**src/rtl/pcc_pkg.sv**
```systemverilog
// Purpose: Shared constants for the parameter commit control block
// Assumes: One 200 MHz clock, parameters addressed by a small index
// Notes: Values are in the units the host tool uses
package pcc_pkg;
   // Parameter indices
   localparam logic [3:0] IDX_TRQ_MAX = 4'h0;
   localparam logic [3:0] IDX_SPD_GAIN = 4'h1;
   localparam logic [3:0] IDX_SPD_OFS = 4'h2;
   localparam logic [3:0] IDX_TRQ_GAIN = 4'h3;
   localparam logic [3:0] IDX_TRQ_OFS = 4'h4;
   localparam logic [3:0] IDX_RUN_SCHEME = 4'h5;
   localparam logic [3:0] IDX_OVL_DELAY = 4'h6;
   localparam logic [3:0] IDX_START_INH = 4'h7;
   localparam logic [3:0] IDX_ONTIME_TH = 4'h8;
   localparam logic [3:0] IDX_PWRCNT_TH = 4'h9;
   localparam logic [3:0] IDX_CLASSB = 4'ha;
   localparam logic [3:0] IDX_CLASSC = 4'hb;
   localparam logic [3:0] IDX_CLASSD = 4'hc;
   localparam int NUM_PARAMS = 13;
   localparam int DATA_W = 32;

   // Update classes
   typedef enum logic [1:0] {
      CLS_A = 2'b00,
      CLS_B = 2'b01,
      CLS_C = 2'b10,
      CLS_D = 2'b11
   } pcc_class_e;

   // Ranges and factory defaults
   localparam logic [31:0] TRQ_MAX_HI = 32'h0000_00c8;     // 200 %
   localparam logic [31:0] TRQ_MAX_DEF = 32'h0000_00c8;
   localparam logic [31:0] SPD_GAIN_HI = 32'h0000_0c4e;    // 3150 r/min/V
   localparam logic [31:0] SPD_GAIN_DEF = 32'h0000_0280;   // 640
   localparam logic [31:0] SPD_OFS_LO = 32'hffff_fa24;     // -1500
   localparam logic [31:0] SPD_OFS_HI = 32'h0000_05dc;     // +1500
   localparam logic [31:0] TRQ_GAIN_HI = 32'h0000_00c8;    // 200 %/V
   localparam logic [31:0] TRQ_GAIN_DEF = 32'h0000_002b;   // 43
   localparam logic [31:0] TRQ_OFS_LO = 32'hffff_ff9c;     // -100
   localparam logic [31:0] TRQ_OFS_HI = 32'h0000_0064;     // +100
   localparam logic [31:0] RUN_2WIRE = 32'h0000_0000;
   localparam logic [31:0] RUN_3WIRE = 32'h0000_0001;
   localparam logic [31:0] OVL_DELAY_LO = 32'h0000_0001;   // 0.1 s, tenths
   localparam logic [31:0] OVL_DELAY_HI = 32'h0000_0064;   // 10.0 s
   localparam logic [31:0] START_INH_DIS = 32'h0000_0000;
   localparam logic [31:0] START_INH_EN = 32'h0000_0001;
   localparam logic [31:0] THRESH_HI = 32'h3b9a_c9ff;      // 999,999,999
   localparam logic [31:0] ZERO_DEF = 32'h0000_0000;
   localparam logic [31:0] GENERIC_DEF = 32'h0000_0000;
endpackage : pcc_pkg
```
**src/rtl/pcc_commit_ctrl.sv**
```systemverilog
// Purpose: Holds user parameters and decides when writes take effect
// Assumes: Host writes arrive as a one-cycle strobe with index and data
// Notes: powerUp models a supply cycle; reset clears the storage model
// What this block does
// Every accepted write kept in retained storage
// Class A applies right after write
// Class B applies once motor stops
// Class C applies on configure or power-up
// Class D applies only on power-up
// Torque ceiling 0 to 200, default 200
// Speed gain 0 to 3150, default 640
// Speed offset -1500 to +1500, default 0
// Torque gain 0 to 200, default 43
// Torque offset -100 to +100, default 0
// Run scheme two or three wire, default three
// Overload delay 0.1-10.0 s, immediate, default 10
// Start inhibit default enable, class C
// On-time threshold, zero disables, default zero
// Power-up count threshold, zero disables, default zero
// Pending flag set on class B, C or D write, cleared on apply
`timescale 1ns/1ps
`default_nettype none
module pcc_commit_ctrl (
   // Clock and reset
   input wire logic sys_clk,
   input wire logic reset,
   // Host write port
   input wire logic hostWrEn,
   input wire logic [3:0] hostWrIdx,
   input wire logic [pcc_pkg::DATA_W-1:0] hostWrData,
   // Commit events
   input wire logic motorStopped,
   input wire logic cfgCmd,
   input wire logic powerUp,
   // Write status
   output logic wrAccepted_ff,
   output logic wrRejected_ff,
   output logic [pcc_pkg::NUM_PARAMS-1:0] pending_ff,
   // Active settings
   output logic [pcc_pkg::DATA_W-1:0] trqMax_ff,
   output logic [pcc_pkg::DATA_W-1:0] spdGain_ff,
   output logic [pcc_pkg::DATA_W-1:0] spdOfs_ff,
   output logic [pcc_pkg::DATA_W-1:0] trqGain_ff,
   output logic [pcc_pkg::DATA_W-1:0] trqOfs_ff,
   output logic threeWire_ff,
   output logic [pcc_pkg::DATA_W-1:0] ovlDelay_ff,
   output logic startInhibit_ff,
   output logic [pcc_pkg::DATA_W-1:0] onTimeTh_ff,
   output logic onTimeThEn_ff,
   output logic [pcc_pkg::DATA_W-1:0] pwrCntTh_ff,
   output logic pwrCntThEn_ff,
   output logic [pcc_pkg::DATA_W-1:0] classB_ff,
   output logic [pcc_pkg::DATA_W-1:0] classC_ff,
   output logic [pcc_pkg::DATA_W-1:0] classD_ff
);
   import pcc_pkg::*;

   // Class of each parameter index
   function automatic pcc_class_e classOf(input logic [3:0] idx);
      pcc_class_e c;
      c = CLS_A;
      if (idx == IDX_START_INH || idx == IDX_CLASSC) begin
         c = CLS_C;
      end else if (idx == IDX_CLASSB) begin
         c = CLS_B;
      end else if (idx == IDX_CLASSD) begin
         c = CLS_D;
      end else begin
         c = CLS_A;
      end
      return c;
   endfunction : classOf

   // Factory default of each parameter index
   function automatic logic [DATA_W-1:0] defaultOf(input logic [3:0] idx);
      logic [DATA_W-1:0] d;
      d = GENERIC_DEF;
      if (idx == IDX_TRQ_MAX) begin
         d = TRQ_MAX_DEF;
      end else if (idx == IDX_SPD_GAIN) begin
         d = SPD_GAIN_DEF;
      end else if (idx == IDX_SPD_OFS || idx == IDX_TRQ_OFS) begin
         d = ZERO_DEF;
      end else if (idx == IDX_TRQ_GAIN) begin
         d = TRQ_GAIN_DEF;
      end else if (idx == IDX_RUN_SCHEME) begin
         d = RUN_3WIRE;
      end else if (idx == IDX_OVL_DELAY) begin
         d = OVL_DELAY_HI;
      end else if (idx == IDX_START_INH) begin
         d = START_INH_EN;
      end else if (idx == IDX_ONTIME_TH || idx == IDX_PWRCNT_TH) begin
         d = ZERO_DEF;
      end else begin
         d = GENERIC_DEF;
      end
      return d;
   endfunction : defaultOf

   // Range check; out-of-range writes are refused, never stored
   function automatic logic inRange(input logic [3:0] idx, input logic [DATA_W-1:0] v);
      logic ok;
      ok = 1'b0;
      if (idx == IDX_TRQ_MAX || idx == IDX_TRQ_GAIN) begin
         ok = (v <= TRQ_MAX_HI);
      end else if (idx == IDX_SPD_GAIN) begin
         ok = (v <= SPD_GAIN_HI);
      end else if (idx == IDX_SPD_OFS) begin
         ok = ($signed(v) >= $signed(SPD_OFS_LO)) && ($signed(v) <= $signed(SPD_OFS_HI));
      end else if (idx == IDX_TRQ_OFS) begin
         ok = ($signed(v) >= $signed(TRQ_OFS_LO)) && ($signed(v) <= $signed(TRQ_OFS_HI));
      end else if (idx == IDX_RUN_SCHEME) begin
         ok = (v == RUN_2WIRE) || (v == RUN_3WIRE);
      end else if (idx == IDX_OVL_DELAY) begin
         ok = (v >= OVL_DELAY_LO) && (v <= OVL_DELAY_HI);
      end else if (idx == IDX_START_INH) begin
         ok = (v == START_INH_DIS) || (v == START_INH_EN);
      end else if (idx == IDX_ONTIME_TH || idx == IDX_PWRCNT_TH) begin
         ok = (v <= THRESH_HI);
      end else if (idx == IDX_CLASSB || idx == IDX_CLASSC || idx == IDX_CLASSD) begin
         ok = 1'b1;
      end else begin
         ok = 1'b0;
      end
      return ok;
   endfunction : inRange

   logic wrOk;
   logic [NUM_PARAMS-1:0] slotPending;
   logic [DATA_W-1:0] activeVal [NUM_PARAMS];

   assign wrOk = hostWrEn && inRange(hostWrIdx, hostWrData);

   // One slot per parameter; slot index equals the parameter index
   for (genvar i = 0; i < NUM_PARAMS; i++) begin : g_slot
      localparam logic [3:0] IDX = 4'(i);
      pcc_param_slot u_slot (
         .sys_clk(sys_clk),
         .reset(reset),
         .cls(classOf(IDX)),
         .defVal(defaultOf(IDX)),
         .wrEn(wrOk && hostWrIdx == IDX),
         .wrData(hostWrData),
         .motorStopped(motorStopped),
         .cfgCmd(cfgCmd),
         .powerUp(powerUp || reset),
         .storedVal(),
         .activeVal(activeVal[i]),
         .pending(slotPending[i])
      );
   end

   // Write answer, one cycle after the strobe
   always_ff @(posedge sys_clk or posedge reset) begin
      if (reset) begin
         wrAccepted_ff <= 1'b0;
         wrRejected_ff <= 1'b0;
      end else begin
         wrAccepted_ff <= wrOk;
         wrRejected_ff <= hostWrEn && !wrOk;
      end
   end

   // Pending flags registered out
   always_ff @(posedge sys_clk or posedge reset) begin
      if (reset) begin
         pending_ff <= '0;
      end else begin
         pending_ff <= slotPending;
      end
   end

   // Active settings registered out; adds one cycle after the slot update
   always_ff @(posedge sys_clk or posedge reset) begin
      if (reset) begin
         trqMax_ff <= TRQ_MAX_DEF;
         spdGain_ff <= SPD_GAIN_DEF;
         spdOfs_ff <= ZERO_DEF;
         trqGain_ff <= TRQ_GAIN_DEF;
         trqOfs_ff <= ZERO_DEF;
         threeWire_ff <= 1'b1;
         ovlDelay_ff <= OVL_DELAY_HI;
         startInhibit_ff <= 1'b1;
         onTimeTh_ff <= ZERO_DEF;
         onTimeThEn_ff <= 1'b0;
         pwrCntTh_ff <= ZERO_DEF;
         pwrCntThEn_ff <= 1'b0;
         classB_ff <= GENERIC_DEF;
         classC_ff <= GENERIC_DEF;
         classD_ff <= GENERIC_DEF;
      end else begin
         trqMax_ff <= activeVal[IDX_TRQ_MAX];
         spdGain_ff <= activeVal[IDX_SPD_GAIN];
         spdOfs_ff <= activeVal[IDX_SPD_OFS];
         trqGain_ff <= activeVal[IDX_TRQ_GAIN];
         trqOfs_ff <= activeVal[IDX_TRQ_OFS];
         threeWire_ff <= activeVal[IDX_RUN_SCHEME] == RUN_3WIRE;
         ovlDelay_ff <= activeVal[IDX_OVL_DELAY];
         startInhibit_ff <= activeVal[IDX_START_INH] == START_INH_EN;
         onTimeTh_ff <= activeVal[IDX_ONTIME_TH];
         onTimeThEn_ff <= activeVal[IDX_ONTIME_TH] != ZERO_DEF;
         pwrCntTh_ff <= activeVal[IDX_PWRCNT_TH];
         pwrCntThEn_ff <= activeVal[IDX_PWRCNT_TH] != ZERO_DEF;
         classB_ff <= activeVal[IDX_CLASSB];
         classC_ff <= activeVal[IDX_CLASSC];
         classD_ff <= activeVal[IDX_CLASSD];
      end
   end
endmodule : pcc_commit_ctrl
`default_nettype wire

```
**src/rtl/pcc_param_slot.sv**
```systemverilog
// Purpose: One parameter: stored copy, pending flag and active copy
// Assumes: Stored copy stands in for the nonvolatile cell
// Notes: Class decides when the stored value is copied to the active one
`timescale 1ns/1ps
`default_nettype none
module pcc_param_slot (
   // Clock and reset
   input wire logic sys_clk,
   input wire logic reset,
   // Static setup
   input wire pcc_pkg::pcc_class_e cls,
   input wire logic [pcc_pkg::DATA_W-1:0] defVal,
   // Commit events
   input wire logic wrEn,
   input wire logic [pcc_pkg::DATA_W-1:0] wrData,
   input wire logic motorStopped,
   input wire logic cfgCmd,
   input wire logic powerUp,
   // State out
   output logic [pcc_pkg::DATA_W-1:0] storedVal,
   output logic [pcc_pkg::DATA_W-1:0] activeVal,
   output logic pending
);
   import pcc_pkg::*;

   logic storedValid_ff;
   logic [DATA_W-1:0] stored_ff;
   logic [DATA_W-1:0] active_ff;
   logic activeValid_ff;
   logic pending_ff;
   logic commit;
   logic [DATA_W-1:0] srcVal;

   // Stored copy keeps its value across power-up; only reset loads default
   always_ff @(posedge sys_clk or posedge reset) begin
      if (reset) begin
         storedValid_ff <= 1'b0;
         stored_ff <= '0;
      end else if (wrEn) begin
         storedValid_ff <= 1'b1;
         stored_ff <= wrData;
      end
   end

   assign srcVal = storedValid_ff ? stored_ff : defVal;

   // When the stored copy may move into the active copy
   always_comb begin
      commit = 1'b0;
      case (cls)
         CLS_A: commit = wrEn | powerUp;
         CLS_B: commit = (pending_ff & motorStopped) | powerUp;
         CLS_C: commit = (pending_ff & cfgCmd) | powerUp;
         CLS_D: commit = powerUp;
         default: commit = 1'b0;
      endcase
   end

   // Class A takes the fresh write directly so it applies in the same step
   always_ff @(posedge sys_clk or posedge reset) begin
      if (reset) begin
         active_ff <= '0;
      end else if (cls == CLS_A && wrEn) begin
         active_ff <= wrData;
      end else if (commit) begin
         active_ff <= srcVal;
      end
   end

   // Until the first apply the active copy shows the factory default;
   // this keeps the reset branch constant and avoids a zero glitch after reset
   always_ff @(posedge sys_clk or posedge reset) begin
      if (reset) begin
         activeValid_ff <= 1'b0;
      end else if ((cls == CLS_A && wrEn) || commit) begin
         activeValid_ff <= 1'b1;
      end
   end

   // A new write wins over a commit in the same cycle
   always_ff @(posedge sys_clk or posedge reset) begin
      if (reset) begin
         pending_ff <= 1'b0;
      end else if (wrEn && cls != CLS_A) begin
         pending_ff <= 1'b1;
      end else if (commit) begin
         pending_ff <= 1'b0;
      end
   end

   assign storedVal = srcVal;
   assign activeVal = activeValid_ff ? active_ff : defVal;
   assign pending = pending_ff;
endmodule : pcc_param_slot
`default_nettype wire

```
**config.mk**
```make
export PLATFORM = sky130hd
export DESIGN_NAME = pcc_commit_ctrl
export DESIGN_NICKNAME = d
export VERILOG_FILES = /design/src/rtl/pcc_pkg.sv /design/src/rtl/pcc_commit_ctrl.sv /design/src/rtl/pcc_param_slot.sv
export SDC_FILE = /design/constraint.sdc
export NUM_CORES = 2
export LEC_CHECK = 0
export ABC_AREA = 1
export BUFFER_PORTS_ARGS = -buffer_cell sky130_fd_sc_hd__buf_2
export CAP_MARGIN = 20
export CORE_UTILIZATION = 40
export CTS_CLUSTER_SIZE = 25
export DETAILED_ROUTE_END_ITERATION = 6
export PLACE_DENSITY = 0.53
export SLEW_MARGIN = 20
export SYNTH_ARGS = -nofsm -noshare
export SYNTH_HDL_FRONTEND = slang
export SYNTH_SLANG_ARGS = --single-unit
```
**constraint.sdc**
```tcl
create_clock -name sys_clk -period 85.2 [get_ports sys_clk]
set_input_delay 0 -clock sys_clk [delete_from_list [all_inputs] [get_ports sys_clk]]
set_output_delay 0 -clock sys_clk [all_outputs]
set_load 0.005 [all_outputs]
```
Yosys cells after proc, flatten, opt, wreduce, memory -nomap -nowiden

Index checks and enable logic that the tools add are counted.
W data, S select, Z words.

Register bits after elaboration: 1,224
Output and inout port bits: 371

Order comparisons: 9
Equality and inequality tests: 15
Muxes and demuxes: 61
Bitwise logic cells: 15
Reductions and logical operators: 51

Operators with widths:

| cell                   | number |
|---|---|
| $mux W32               | 44 |
| $eq A32 B1 Y1 const B  | 3 |
| $le A32 B12 Y1 const B | 2 |
| $le A32 B8 Y1 const B  | 2 |
| $reduce_bool A32 Y1    | 2 |
| $ge A32 B1 Y1 const B  | 1 |
| $ge A32 B12 Y1 const B | 1 |
| $ge A32 B8 Y1 const B  | 1 |
| $le A32 B30 Y1 const B | 1 |
| $le A32 B7 Y1 const B  | 1 |
| $logic_not A32 Y1      | 1 |
| $reduce_bool A2 Y1     | 13 |
| $eq A4 B4 Y1 const B   | 5 |
| $logic_and A1 B1 Y1    | 18 |
| $mux W1                | 17 |
| $eq A4 B3 Y1 const B   | 4 |
| $logic_or A1 B1 Y1     | 15 |
| $or A1 B1 Y1           | 12 |
| $eq A4 B2 Y1 const B   | 2 |
| $eq A4 B1 Y1 const B   | 1 |
| $logic_not A4 Y1       | 1 |
| $and A1 B1 Y1          | 3 |
| $logic_not A1 Y1       | 1 |

Depth between registers and ports, before layout

Depth in word-level cells: 17
Mapped depth: 21
Mapped depth without buffers: 19

Cells and area by module

From an unflattened synthesis, not the netlist that was laid out.

Cell total of the unflattened synthesis: 8,159
Area, all modules: 60,412.9 um^2

Modules (own cells, without submodules):

| module          | times used | cells each | area each (um^2) | seq. area each (um^2) |
|---|---|---|---|---|
| pcc_param_slot  | 13         | 578        | 3,832.4          | 1,676.6 |
| pcc_commit_ctrl | 1          | 645        | 10,591.4         | 9,301.4 |

Worst setup path after synthesis

Ideal clock, no wire load.

Path kind: input port to flip-flop
From: input port hostWrData[8] (netlist name)
To: register g_slot[8].u_slot.active_ff[10]
Library setup time: 0.117 ns
Arrival: 1.820 ns
Setup slack: 83.263 ns
Stages: 20
Cells stage by stage: buf_4 > nor2_2 > nand2_1 > nor2_1 > nand3_2 > clkinv_1 > nand2_1 > nand3_1 > nand3_1 > nor2_1 > nand3_2 > nand2_4 > nand2_4 > buf_6 > buf_6 > buf_6 > nand4_1 > nand2_1 > nand2_1 > nand2_1

Word-level cells in the longest chain between the ends: 13
Elaborated cells on any way between the ends: 28
Classes of those cells: order compare (9); eq/ne (1); mux (9); bitwise (1); reduce/logical (8)

RTL lines:

| element                                              | RTL line                                                               | source |
|---|---|---|
| start, declared                                      | pcc_commit_ctrl.sv:30                                                  | `input wire logic [pcc_pkg::DATA_W-1:0] hostWrData,` |
| $le A32 B30 Y1, or another cell as far along         | pcc_commit_ctrl.sv:119                                                 | `ok = (v <= THRESH_HI);` |
| $mux W1 / $logic_or A1 B1 Y1 (equally long branches) | pcc_commit_ctrl.sv:118, pcc_commit_ctrl.sv:113, pcc_commit_ctrl.sv:117 |  |
| $mux W1                                              | pcc_commit_ctrl.sv:116                                                 | `end else if (idx == IDX_START_INH) begin` |
| $mux W1                                              | pcc_commit_ctrl.sv:114                                                 | `end else if (idx == IDX_OVL_DELAY) begin` |
| $mux W1                                              | pcc_commit_ctrl.sv:112                                                 | `end else if (idx == IDX_RUN_SCHEME) begin` |
| $mux W1                                              | pcc_commit_ctrl.sv:110                                                 | `end else if (idx == IDX_TRQ_OFS) begin` |
| $mux W1                                              | pcc_commit_ctrl.sv:108                                                 | `end else if (idx == IDX_SPD_OFS) begin` |
| $mux W1                                              | pcc_commit_ctrl.sv:106                                                 | `end else if (idx == IDX_SPD_GAIN) begin` |
| $mux W1 (*)                                          | pcc_commit_ctrl.sv:104                                                 | `if (idx == IDX_TRQ_MAX \|\| idx == IDX_TRQ_GAIN) begin` |
| $logic_and A1 B1 Y1 (*)                              | pcc_commit_ctrl.sv:132                                                 | `assign wrOk = hostWrEn && inRange(hostWrIdx, hostWrData);` |
| $logic_and A1 B1 Y1 (*)                              | pcc_commit_ctrl.sv:142                                                 | `.wrEn(wrOk && hostWrIdx == IDX),` |
| $or A1 B1 Y1                                         | pcc_param_slot.sv:51                                                   | `CLS_A: commit = wrEn \| powerUp;` |
| $reduce_bool A2 Y1 (no source line)                  | --                                                                     |  |
| end signal, assigned                                 | pcc_param_slot.sv:64                                                   | `active_ff <= wrData;` |
| end signal, assigned                                 | pcc_param_slot.sv:66                                                   | `active_ff <= srcVal;` |
| end, declared                                        | pcc_param_slot.sv:28                                                   | `logic [DATA_W-1:0] active_ff;` |

Mark *: on every way between the ends. The rest lies on a longest branch, timed or not.
A chain may end at the register's enable or synchronous reset.

Final worst setup path

From: input port hostWrIdx[1]
To: register g_slot[2].u_slot.active_ff[4]

Word-level cells in the longest chain between the ends: 16
Elaborated cells on any way between the ends: 31
Classes of those cells: eq/ne (12); mux (10); bitwise (1); reduce/logical (8)

RTL lines:

| element                             | RTL line               | source |
|---|---|---|
| start, declared                     | pcc_commit_ctrl.sv:29  | `input wire logic [3:0] hostWrIdx,` |
| $eq A4 B4 Y1                        | pcc_commit_ctrl.sv:120 | `end else if (idx == IDX_CLASSB \|\| idx == IDX_CLASSC \|\| idx == IDX_CLASSD) begin` |
| $logic_or A1 B1 Y1 (2 in series)    | pcc_commit_ctrl.sv:120 |  |
| $mux W1                             | pcc_commit_ctrl.sv:120 |  |
| $mux W1                             | pcc_commit_ctrl.sv:118 | `end else if (idx == IDX_ONTIME_TH \|\| idx == IDX_PWRCNT_TH) begin` |
| $mux W1                             | pcc_commit_ctrl.sv:116 |  |
| $mux W1                             | pcc_commit_ctrl.sv:114 |  |
| $mux W1                             | pcc_commit_ctrl.sv:112 |  |
| $mux W1                             | pcc_commit_ctrl.sv:110 |  |
| $mux W1                             | pcc_commit_ctrl.sv:108 |  |
| $mux W1                             | pcc_commit_ctrl.sv:106 |  |
| $mux W1                             | pcc_commit_ctrl.sv:104 |  |
| $logic_and A1 B1 Y1                 | pcc_commit_ctrl.sv:132 |  |
| $logic_and A1 B1 Y1 (*)             | pcc_commit_ctrl.sv:142 |  |
| $or A1 B1 Y1                        | pcc_param_slot.sv:51   |  |
| $reduce_bool A2 Y1 (no source line) | --                     |  |
| end signal, assigned                | pcc_param_slot.sv:64   |  |
| end signal, assigned                | pcc_param_slot.sv:66   |  |
| end, declared                       | pcc_param_slot.sv:28   |  |

Marks and branches as above.

==> tab_implementation.tex <==
\begin{tabular}{lr}
\hline
Metric & Value \\
\hline
\multicolumn{2}{l}{\textbf{Worst setup path}} \\
\quad Signal arrival time at the worst endpoint & 5540 ps \\
\quad Buffers plus inverters on the worst setup path & 6 \\
\quad Required time worst endpoint & 85820 ps \\
\quad Crit path kind & in -> reg \\
\quad Kind of start point of the critical path & primary input \\
\quad Slowest cell on the critical path & sky130\_fd\_sc\_hd\_\_nand3\_2 \\
\quad Biggest cell delay along the critical path & 830 ps \\
\quad Kind of capture point of the worst setup path & register \\
\quad Worst-path cell chain & dlygate4sd3\_1, buf\_2, nor2\_1, dlygate4sd3\_1, inv\_1, nor2\_2, o211ai\_1, nand3\_2, nand2\_4, nand2\_4, buf\_4, nand3\_2, nand2\_1, inv\_2, nand2\_1, nand2\_1 \\
\quad Cell family with most CP delay & simple AND/OR/NAND/NOR gates \\
\quad Crit path top cell by count & sky130\_fd\_sc\_hd\_\_nand2\_1 \\
\quad Max FO, Critical Path & 65 \\
\multicolumn{2}{l}{\textbf{Global routing}} \\
\quad First-pass GRT wire length & about 190000 microns \\
\quad Initial antenna violation count & 6 \\
\quad Global route total overflow & 0 \\
\quad Largest net degree at the start of global routing & 187 \\
\quad Global-route usage over all layers & 0.206 \\
\quad Via count of the first global-routing pass & $\sim$32000 \\
\multicolumn{2}{l}{\textbf{Hold path}} \\
\quad Path class of the lowest-slack min-delay path & in -> reg \\
\multicolumn{2}{l}{\textbf{Synthesis}} \\
\quad Synth Warn \# & 0 \\
\quad Synthesized area per cell & 9.29 sq um \\
\quad Prevailing post-synth register cell & sky130\_fd\_sc\_hd\_\_dfrtp\_1 \\
\quad Syn Std Cell Area & 46600 sq um \\
\quad Share of flip-flops with an asynchronous set or reset after synthesis & 1.00 \\
\quad Synthesis-stage register bit count & 1224 \\
\quad Proportion of synthesized chip area in sequential cells & 0.658 \\
\quad Number of synthesized flops with an enable pin & 0 \\
\quad Library cell with the highest instance count after synthesis & sky130\_fd\_sc\_hd\_\_nand2\_1 \\
\quad Most area-hungry cell type in the Yosys netlist & sky130\_fd\_sc\_hd\_\_dfrtp\_1 \\
\quad Main area contributors after synthesis & sky130\_fd\_sc\_hd\_\_dfrtp\_1, sky130\_fd\_sc\_hd\_\_nand2\_1, sky130\_fd\_sc\_hd\_\_inv\_1 \\
\quad Synth top area share & 0.650 \\
\quad Synth Instances & roughly 5000 \\
\quad Post-synth top cells & sky130\_fd\_sc\_hd\_\_nand2\_1, sky130\_fd\_sc\_hd\_\_dfrtp\_1, sky130\_fd\_sc\_hd\_\_inv\_1 \\
\quad Distinct cell type count after synthesis & 36 \\
\multicolumn{2}{l}{\textbf{Timing}} \\
\quad Hold violation total from the final report & 0 \\
\quad Share of the clock period used by the worst path after layout & 0.0577 \\
\quad Pin slew with the least headroom to its limit & 1130 ps \\
\quad Unrepaired setup endpoints after global routing & no \\
\quad Finish-stage setup viols & 0 \\
\quad Max Fclk & around 200 MHz \\
\quad Worst setup margin & 80280 ps \\
\quad Clock skew after layout & 19.9 ps \\
\quad Minimum period implied by the final worst setup slack & 4920 ps \\
\quad Relative slew slack & 0.248 \\
\quad Number of max-slew violations in the final report & 0 \\
\quad Setup TNS & 0 ps \\
\multicolumn{2}{l}{\textbf{Routing}} \\
\quad Vias post-DR & around 33000 \\
\quad Routed vias/inst & 4.70 \\
\quad Detailed router's first-iteration violation count & between 2000 and 3000 \\
\quad Post-detailed-route count of antenna-violating nets & 0 \\
\quad Mean routed wirelength per cell & $\sim$17 microns \\
\quad Number of detailed-routing iterations run before antenna repair & 5 \\
\quad Post-route DRC violation count & 0 \\
\quad DRT Wirelength & 120000 microns \\
\multicolumn{2}{l}{\textbf{Cells and area}} \\
\quad Fin util & 0.475 \\
\quad Area Growth Syn to Fin & 17.2\% \\
\quad Share of final-layout standard cells stronger than drive strength 1 & 0.143 \\
\quad Layout Nets & 5406 \\
\quad Number of standard cells in the final layout excluding fillers & roughly 7000 \\
\multicolumn{2}{l}{\textbf{Place}} \\
\quad Total placed cells including tap cells & 6694 \\
\quad Placer congestion estimate & 0.801 \\
\quad Port bufs & 403 \\
\quad Post-Place Worst Slack & between 80000 and 90000 ps \\
\quad Detail Placement HPWL & 76300 microns \\
\multicolumn{2}{l}{\textbf{Die}} \\
\quad Width of the die & 343 microns \\
\quad Starting density of the core & 0.405 \\
\quad Floorplan core area & $\sim$110000 sq um \\
\quad I/O pin total & $\sim$410 \\
\quad Die Y & 343 microns \\
\quad Total Die Area & 118000 sq um \\
\quad Rows & 124 \\
\multicolumn{2}{l}{\textbf{Clock tree}} \\
\quad Clk\_lat worst skew & 740 ps \\
\quad Number of CTS-inserted buffers & about 130 \\
\quad TritonCTS clock tree & built \\
\quad CTS sink cnt & 1224 \\
\quad Max Buffers Root-to-Sink & 3 \\
\quad Root cell of the clock tree & sky130\_fd\_sc\_hd\_\_clkbuf\_16 \\
\quad Post\_cts resized & 0 \\
\quad CTS H-Tree Depth & 4 \\
\quad Worst-path clk slew & 50 ps \\
\multicolumn{2}{l}{\textbf{Run status}} \\
\quad Run status & complete, no violations \\
\multicolumn{2}{l}{\textbf{Pwr}} \\
\quad Power Dens Cells & 25.9 nW/um\^{}2 \\
\quad Worst voltage drop across the vdd grid & between 15 and 20 uV \\
\quad Leak Pwr & 33.5 nW \\
\multicolumn{2}{l}{\textbf{Run}} \\
\quad Number of maximum-capacitance violations & 0 \\
\hline
\end{tabular}
==> routing by layer <==
layer | GRT usage | wire, microns
met1 | 0.299 | 56500
met2 | 0.315 | 54800
met3 | 0.0376 | 5570
met4 | 0.0630 | 2990
met5 | 0 | 26
==> worst paths after layout <==
check	startpoint	end	slack (ps)	cells after the start
hold reg to reg	g_slot[12].u_slot.pending$_DFFE_PP0P_	pending_ff[12]$_DFF_PP0_	390	0
setup reg to reg	g_slot[11].u_slot.pending$_DFFE_PP0P_	g_slot[11].u_slot.active_ff[12]$_DFFE_PP0P_	83130	7
setup / recovery	hostWrIdx[1]	g_slot[2].u_slot.active_ff[4]$_DFFE_PP0P_	80280	16
max in group asynchronous	reset	g_slot[7].u_slot.stored_ff[24]$_DFFE_PP0P_	80860	8
min in group asynchronous	reset	trqMax_ff[12]$_DFF_PP0_	500	4
hold / removal	hostWrData[18]	g_slot[9].u_slot.stored_ff[18]$_DFFE_PP0P_	210	4
==> kinds of logic (layout without fill, tap and decap cells) <==
family | after synthesis | after routing | synth area share
AO/OA/AOI/OAI | 150 | 150 | 0.0171
buffers and inverters | 922 | 1372 | 0.0806
flip-flops | 1224 | 1224 | 0.658
other | 1 | 17 | 0.0000805
AND/OR/NAND/NOR | 2716 | 2716 | 0.244
==> repair_timing <==
action,in CTS,in global routing
hold buffers,44,0
buffers inserted,0,0
hold endpoints to repair,502,0
==> where the power goes <==
| part | leakage [nW] | internal, mW | switching (mW) |
|---|---|---|---|
| combinational | 15.0 | 0.0515 | 0.0931 |
| clock | 2.21 | 0.349 | 0.234 |
| sequential | 16.3 | 0.651 | 0.0360 |
| total | 33.5 | 1.05 | 0.363 |
==> worst min-delay path, delay by kind of cell <==
| family | cells | cell delay [ps] |
|---|---|---|
| buffers and inverters | 2 | 700 |
| and+or+nand+nor | 2 | 190 |
==> metrics by stage <==
| step | hold WS, ps | area (sq um) | power (mW) |
|---|---|---|---|
| after floorplan | 154 | 46600 | 0.777 |
| after global placement | 140 | 49600 | 0.842 |
| after detailed placement | 138 | 49600 | 0.843 |
| after CTS | 151 | 54500 | 1.44 |
| after global routing | 175 | 54600 | 1.49 |
| final | 212 | 54600 | 1.42 |
==> state kept, by name (all words and copies together) (netlist names), 32 cells and up <==
name	cells
onTimeTh_ff	32
classC_ff	32
pwrCntTh_ff	32
spdGain_ff	32
g_slot.u_slot.active_ff	416
trqMax_ff	32
spdOfs_ff	32
trqOfs_ff	32
trqGain_ff	32
g_slot.u_slot.stored_ff	416
classD_ff	32
classB_ff	32
ovlDelay_ff	32
==> layout by cell type (no fill, tap or decap), drive strengths merged, types with 2 or more instances in the layout <==
master and count:
nor4 22, clkinv 21, conb 9, a21oi 5, a31oi 2, dfstp 14
clkbuf 211, buf 450, clkinvlp 4, bufinv 5, or2 34, o211ai 2
inv 637, nand2 2197, o21ai 140, nor2 60, nor3 9, diode 8
dfrtp 1210, dlygate4sd3 44, nand3 127, nand4 264
==> final cells by class <==
cell class	count	area [sq um]
Fill cell	11100	60300
Inverter	635	2390
Clock inverter	32	359
Antenna cell	8	20.0
Multi-Input combinational cell	2875	12300
Clock buffer	211	4140
Timing Repair Buffer	494	2890
Tap cell	1512	1890
Sequential cell	1224	30700
No activity file was read; power rests on OpenSTA's default activity.
